--- src/aab_pkg.sv ---
// package for the apb3 to axi4-lite bridge: widths, states, timing
package aab_pkg;
  localparam int unsigned AAB_DATA_W = 32;
  localparam int unsigned AAB_ADDR_W_MIN = 2;
  localparam int unsigned AAB_ADDR_W_MAX = 32;
  localparam int unsigned AAB_ADDR_W_DEF = 10;
  // clock rate and timeout (timeout is given in cycles)
  localparam int unsigned AAB_CLK_HZ = 20000000;
  localparam int unsigned AAB_TIMEOUT_CYC = 128;
  localparam int unsigned AAB_CNT_W = 8;
  localparam logic [AAB_CNT_W-1:0] AAB_CNT_ZERO = 8'h00;
  localparam logic [AAB_CNT_W-1:0] AAB_CNT_ONE = 8'h01;
  localparam logic [AAB_CNT_W-1:0] AAB_CNT_LAST = AAB_CNT_W'(AAB_TIMEOUT_CYC - 1);
  localparam logic [AAB_DATA_W-1:0] AAB_DATA_ZERO = 32'h0000_0000;

  typedef enum logic [2:0] {
    AAB_IDLE = 3'b000,
    AAB_SETUP = 3'b001,
    AAB_WRITE = 3'b010,
    AAB_READ = 3'b011,
    AAB_DONE = 3'b100
  } aab_state_t;
endpackage

--- src/aab_bridge.sv ---
// apb3 target to axi4-lite initiator bridge, one transfer at a time
//
// Contract
// - take apb3 transfers as target and reissue each as one axi4-lite transaction
// - only one read or write in flight; nothing new until it ends
// - no axi completion within 128 cycles raises the apb error flag
// - apb data is 32 bits; address width parameter ranges 2 to 32
// - apb direction high means write, low means read
// - axi data is 32 bits; axi addresses match apb address width
// - axi read or write address is the held copy of apb address
// - axi read-data ready stays high from the first edge after reset
// - no-wait write ends with a one-cycle ready, four cycles after select
// - no-wait read ends with a one-cycle ready, three cycles after select
module aab_bridge
  import aab_pkg::*;
#(
  parameter int unsigned address_width_param = aab_pkg::AAB_ADDR_W_DEF
)
(
  input wire logic clk,
  input wire logic rst,
  input wire logic [address_width_param-1:0] apb_paddr,
  input wire logic apb_target_select,
  input wire logic apb_penable,
  input wire logic apb_direction,
  input wire logic [aab_pkg::AAB_DATA_W-1:0] apb_pwdata,
  output logic apb_transfer_done,
  output logic [aab_pkg::AAB_DATA_W-1:0] apb_prdata,
  output logic apb_error_flag,
  input wire logic m_axi_awready,
  input wire logic m_axi_wready,
  input wire logic m_axi_arready,
  input wire logic [aab_pkg::AAB_DATA_W-1:0] m_axi_rdata,
  input wire logic m_axi_rvalid,
  output logic [address_width_param-1:0] m_axi_awaddr,
  output logic m_axi_awvalid,
  output logic [aab_pkg::AAB_DATA_W-1:0] m_axi_wdata,
  output logic m_axi_wvalid,
  output logic [address_width_param-1:0] m_axi_araddr,
  output logic m_axi_arvalid,
  output logic m_axi_rready
);
  import aab_pkg::*;

  aab_state_t state_q;
  aab_state_t state_d;
  logic [address_width_param-1:0] addr_q;
  logic [AAB_DATA_W-1:0] wdata_q;
  logic [AAB_DATA_W-1:0] rdata_q;
  logic awv_q;
  logic wv_q;
  logic arv_q;
  logic done_q;
  logic err_q;
  logic rr_q;
  logic awv_d;
  logic wv_d;
  logic arv_d;
  logic expired;

  // request decode; setup phase only recognised when idle
  wire req_start = (state_q == AAB_IDLE) && apb_target_select && !apb_penable;
  wire in_write = (state_q == AAB_WRITE);
  wire in_read = (state_q == AAB_READ);
  wire aw_hs = awv_q && m_axi_awready;
  wire w_hs = wv_q && m_axi_wready;
  wire ar_hs = arv_q && m_axi_arready;
  wire r_hs = in_read && !arv_q && m_axi_rvalid;
  // write ends once both address and data channels have handshaked
  wire wr_fin = in_write && (!awv_d) && (!wv_d);
  wire rd_fin = r_hs;
  wire waiting = in_write || in_read;
  // reads launch straight from idle, writes one setup cycle later
  wire rd_launch = req_start && !apb_direction;
  wire wr_launch = (state_q == AAB_SETUP);
  // a finished write spends one cycle in done so its ready lands a cycle after a read's would
  wire wr_settle = (state_q == AAB_DONE);
  wire answer = expired || rd_fin || wr_settle;

  // valid flags drop on their handshake or on timeout
  assign awv_d = awv_q && !aw_hs && !expired;
  assign wv_d = wv_q && !w_hs && !expired;
  assign arv_d = arv_q && !ar_hs && !expired;

  aab_wdog u_wdog (
    .clk(clk),
    .rst(rst),
    .run(waiting),
    .expired(expired)
  );

  // next state
  always_comb
  begin
    state_d = state_q;
    case (state_q)
      AAB_IDLE:
      begin
        if (req_start)
        begin
          // direction picks the channel set; reads skip the setup cycle
          state_d = apb_direction ? AAB_SETUP : AAB_READ;
        end
      end
      AAB_SETUP:
      begin
        state_d = AAB_WRITE;
      end
      AAB_WRITE:
      begin
        if (expired)
        begin
          state_d = AAB_IDLE;
        end
        else if (wr_fin)
        begin
          state_d = AAB_DONE;
        end
      end
      AAB_READ:
      begin
        if (expired || rd_fin)
        begin
          state_d = AAB_IDLE;
        end
      end
      AAB_DONE:
      begin
        state_d = AAB_IDLE;
      end
      default:
      begin
        state_d = AAB_IDLE;
      end
    endcase
  end

  // state and handshake flags
  always_ff @(posedge clk)
  begin
    if (rst)
    begin
      state_q <= AAB_IDLE;
      awv_q <= 1'b0;
      wv_q <= 1'b0;
      arv_q <= 1'b0;
      rr_q <= 1'b0;
    end
    else
    begin
      state_q <= state_d;
      rr_q <= 1'b1;
      awv_q <= wr_launch || awv_d;
      wv_q <= wr_launch || wv_d;
      arv_q <= rd_launch || arv_d;
    end
  end

  // held copies of the apb request, captured in the setup cycle
  always_ff @(posedge clk)
  begin
    if (rst)
    begin
      addr_q <= '0;
      wdata_q <= AAB_DATA_ZERO;
    end
    else if (req_start)
    begin
      addr_q <= apb_paddr;
      wdata_q <= apb_pwdata;
    end
  end

  // apb answer: one-cycle ready, error only on timeout
  always_ff @(posedge clk)
  begin
    if (rst)
    begin
      done_q <= 1'b0;
      err_q <= 1'b0;
      rdata_q <= AAB_DATA_ZERO;
    end
    else
    begin
      done_q <= answer;
      err_q <= expired;
      if (rd_fin)
      begin
        rdata_q <= m_axi_rdata;
      end
    end
  end

  assign apb_transfer_done = done_q;
  assign apb_error_flag = err_q;
  assign apb_prdata = rdata_q;
  assign m_axi_awaddr = addr_q;
  assign m_axi_araddr = addr_q;
  assign m_axi_wdata = wdata_q;
  assign m_axi_awvalid = awv_q;
  assign m_axi_wvalid = wv_q;
  assign m_axi_arvalid = arv_q;
  assign m_axi_rready = rr_q;
endmodule // aab_bridge

--- src/aab_wdog.sv ---
// timeout counter for a pending axi transaction
module aab_wdog
  import aab_pkg::*;
(
  input wire logic clk,
  input wire logic rst,
  input wire logic run,
  output logic expired
);
  logic [AAB_CNT_W-1:0] cnt_q;
  logic [AAB_CNT_W-1:0] cnt_d;

  // counts while the transaction runs, clears when it stops
  assign cnt_d = run ? (cnt_q + AAB_CNT_ONE) : AAB_CNT_ZERO;
  // expires on the 128th waiting cycle
  assign expired = run && (cnt_q == AAB_CNT_LAST);

  // counter register
  always_ff @(posedge clk)
  begin
    if (rst)
    begin
      cnt_q <= AAB_CNT_ZERO;
    end
    else
    begin
      cnt_q <= cnt_d;
    end
  end
endmodule // aab_wdog

--- config.mk ---
export PLATFORM = sky130hd
export DESIGN_NAME = aab_bridge
export DESIGN_NICKNAME = d
export VERILOG_FILES = /design/src/aab_pkg.sv /design/src/aab_bridge.sv /design/src/aab_wdog.sv
export SDC_FILE = /design/constraint.sdc
export NUM_CORES = 1
export LEC_CHECK = 0
export BUFFER_PORTS_ARGS = -buffer_cell sky130_fd_sc_hd__buf_2
export CORE_UTILIZATION = 40
export DETAILED_ROUTE_END_ITERATION = 16
export HOLD_SLACK_MARGIN = 0.15
export PLACE_DENSITY = 0.7
export SKIP_CTS_REPAIR_TIMING = 1
export SLEW_MARGIN = 5
export SYNTH_ARGS = -nofsm -noshare
export SYNTH_HDL_FRONTEND = slang
export SYNTH_SLANG_ARGS = --single-unit
--- constraint.sdc ---
create_clock -name clk -period 2.53 [get_ports clk]
set_input_delay 0.1265 -clock clk [delete_from_list [all_inputs] [get_ports clk]]
set_output_delay 0.1265 -clock clk [all_outputs]
set_load 0.005 [all_outputs]
==> impl_metrics.toml <==
[detailed_routing]
wl_met1_um = 4201
wl_um = 10010
final_antenna_net_count = 0
first_iter_violations = 82
drc = 0
wl_met2_um = 4830
route.vias.total = 3555
first_pass_iters = 4
wl_met3_um = 859
vias_per_cell = 4.727
top_layer = "met4"
wire_per_inst_um = 13.32

[synthesis]
synth_top_family_by_area = "simple AND/OR/NAND/NOR gates"
post_synth_instance_area_sq_mm = 0.003556
synthesis.nets = 491
synth-seq-cells = 91
muxShareOfSynthArea = 0
ys_types = 33
yosys_warnings = 0
avgSynthCellArea_sq_um = 8.737
ys_seq_area_frac = 0.5123
netlist_instances = 407
synth_xor_area_frac = 0.01232
synthSimpleGateAreaFrac = 0.2372
synth_compound_area_frac = 0.1597
synthAdderAreaFrac = 0.003519

[floorplan]
start_util = 0.4097
io_pins = 173
num_rows = 34
dieArea_sq_mm = 0.009271
die_w_um = 96.29
die_h_um = 96.29
core_area_sq_mm = 0.008678

[sta]
slew_headroom = 0.6145
hold_viol_final = 0
setup_tns_ps = 0
setup-violations-final = 0
min_period_ps = 2240
fin_skew_ps = 6.930
worst_slew_pin_slew_ps = 575.1
period_share = 0.8852
drv_slew = 0
rsz0062_at_grt = "false"
fmax_mhz = 446.5

[clock_network]
h-tree-depth = 3
cts_max_path_buffers = 2
clk-insertion-delay-late_ps = 340
cts_buffers = 9
root_buffer = "clkbuf_8"
clk_pin_slew_worst_paths_ps = 80
cts_tree = "yes"
cts.sinks = 91

[final_layout]
nets = 723
nFillCells = 745
antenna_cells = 0
drive_gt1_frac = 0.3820
area_growth_syn_to_layout_pct = 50.28
layout_common_cells = "171 x buf_2, 134 x nand2_1, 91 x dfxtp_1"
instances_no_fill = 752
layout.cells.most_common = "buf_2"

[global_route]
grt_pass1_wl_um = 12730
grt_pass1_vias = 2773
antenna_found_initial = 0
grt_overflow = 0
track_usage = 0.1796
grt_max_degree = 45

[worst_hold_path]
min_path_cells = 2
hp-start = "rst"
hold_path_class = "primary input to register"

[setup_path]
worstPathMaxFanout = 27
cp.required_ps = 2810
startpoint = "state_q[0]$_SDFFE_PP0P_"
rr_startpoint = "state_q[0]$_SDFFE_PP0P_"
worstPathArrival_ps = 2520
worstRegToRegCells = 4
slowest_delay_ps = 580
cp-end-kind = "register"
worstSetupPathType = "register to register"
path_cells = "nor3_2 -> nand3b_2 -> o32ai_1 -> dlygate4sd3_1"
startpoint_type = "register"
critPathSlowestCell = "dlygate4sd3_1"

[run]
drv_cap = 0

[placed_design]
placed_cells = 658
dp_hpwl_um = 6090
gp_congestion = 0.7400
io_buffers = 172

[power_and_ir_drop]
peakVddDrop_mv = 0.2699
leakagePower_nw = 2.328
power.density_mw_per_mm2 = 570.1

[status]
status = "completed"
worst paths after layout:
path	to	slack, ps
hold / removal	m_axi_wdata[12]$_SDFFE_PP0P_	280
setup / recovery	m_axi_arvalid$_SDFF_PP0_	290
setup reg to reg	m_axi_arvalid$_SDFF_PP0_	290
hold reg to reg	m_axi_wdata[12]$_SDFFE_PP0P_	450
report_power, final:
part	switching (mW)	leakage, nW	internal (mW)
registers	0.0448	0.738	1.50
logic	0.221	1.49	0.237
clock network	0.489	0.0968	0.559
per-stage QoR:
stage                     worst slack (ps)  cell area, sq um  hold slack [ps]  total power [mW]  utilization
after floorplan                       1196              3556            246.2             1.788            -
after global placement               729.7              4353            366.5             1.921       0.5016
after detailed placement             641.9              4353            359.0             1.932       0.5016
after CTS                            626.2              4563           -16.84             2.990       0.5258
after global routing                 116.9              5344            256.9             3.199       0.6158
final                                290.4              5344            275.3             3.047       0.6158
layer usage:
layer  vias to the layer above  GRT usage
li1                       1776          -
met1                      1621     0.2014
met2                       145     0.3085
met3                        13    0.07583
met4                         0    0.05348
met5                         -          0
cells by family (layout without fill, tap and decap cells):
group                      count (synthesis)  count (layout)
and+or+nand+nor                          185             185
DFF                                       91              91
AOI/OAI and AO/OA                         88              88
buffers and inverters                     37             274
xor gates and xnor gates                   5               5
adders and majority gates                  1               1
critical path, delay by kind of cell (launching register included):
| kind | cells | cell delay [ps] |
|---|---|---|
| DFF | 1 | 420 |
| and+or+nand+nor | 2 | 790 |
| buffers and inverters | 1 | 580 |
| AOI/OAI and AO/OA | 1 | 400 |
synthesized netlist by cell type, drive strengths merged:
cell type / n / area [sq um]
a211oi: 3 / 22.52
a21oi: 80 / 513.0
and3: 2 / 12.51
and4: 2 / 17.52
buf: 28 / 232.7
clkbuf: 7 / 26.28
dfxtp: 91 / 1822
ha: 1 / 12.51
inv: 2 / 7.510
nand2: 154 / 628.1
nand2b: 4 / 25.02
nand3: 4 / 20.02
nand3b: 2 / 18.77
nor2: 8 / 30.03
nor2b: 3 / 26.27
nor3: 1 / 10.01
nor4: 3 / 40.04
nor4b: 1 / 8.760
o21ai: 3 / 15.01
o31a: 1 / 8.760
o32ai: 1 / 8.760
or3: 1 / 6.260
xnor2: 2 / 17.52
xor2: 3 / 26.28
layout make-up:
cell class	instances	area (sq um)	share of cell area
clock buffer	12	135.1	0.02529
clock inverter	4	75.07	0.01405
inverter	2	7.507	0.001405
multi-input combinational	279	1468	0.2746
sequential	91	1822	0.3409
tap	108	135.1	0.02529
timing repair buffer	256	1702	0.3184
sequential cells by signal (all words and copies together) (netlist names):
register,cells
apb_error_flag,1
apb_prdata,32
apb_transfer_done,1
m_axi_araddr,10
m_axi_arvalid,1
m_axi_awvalid,1
m_axi_rready,1
m_axi_wdata,32
m_axi_wvalid,1
state_q,3
u_wdog.cnt_q,8
No activity file was read; power rests on OpenSTA's default activity.
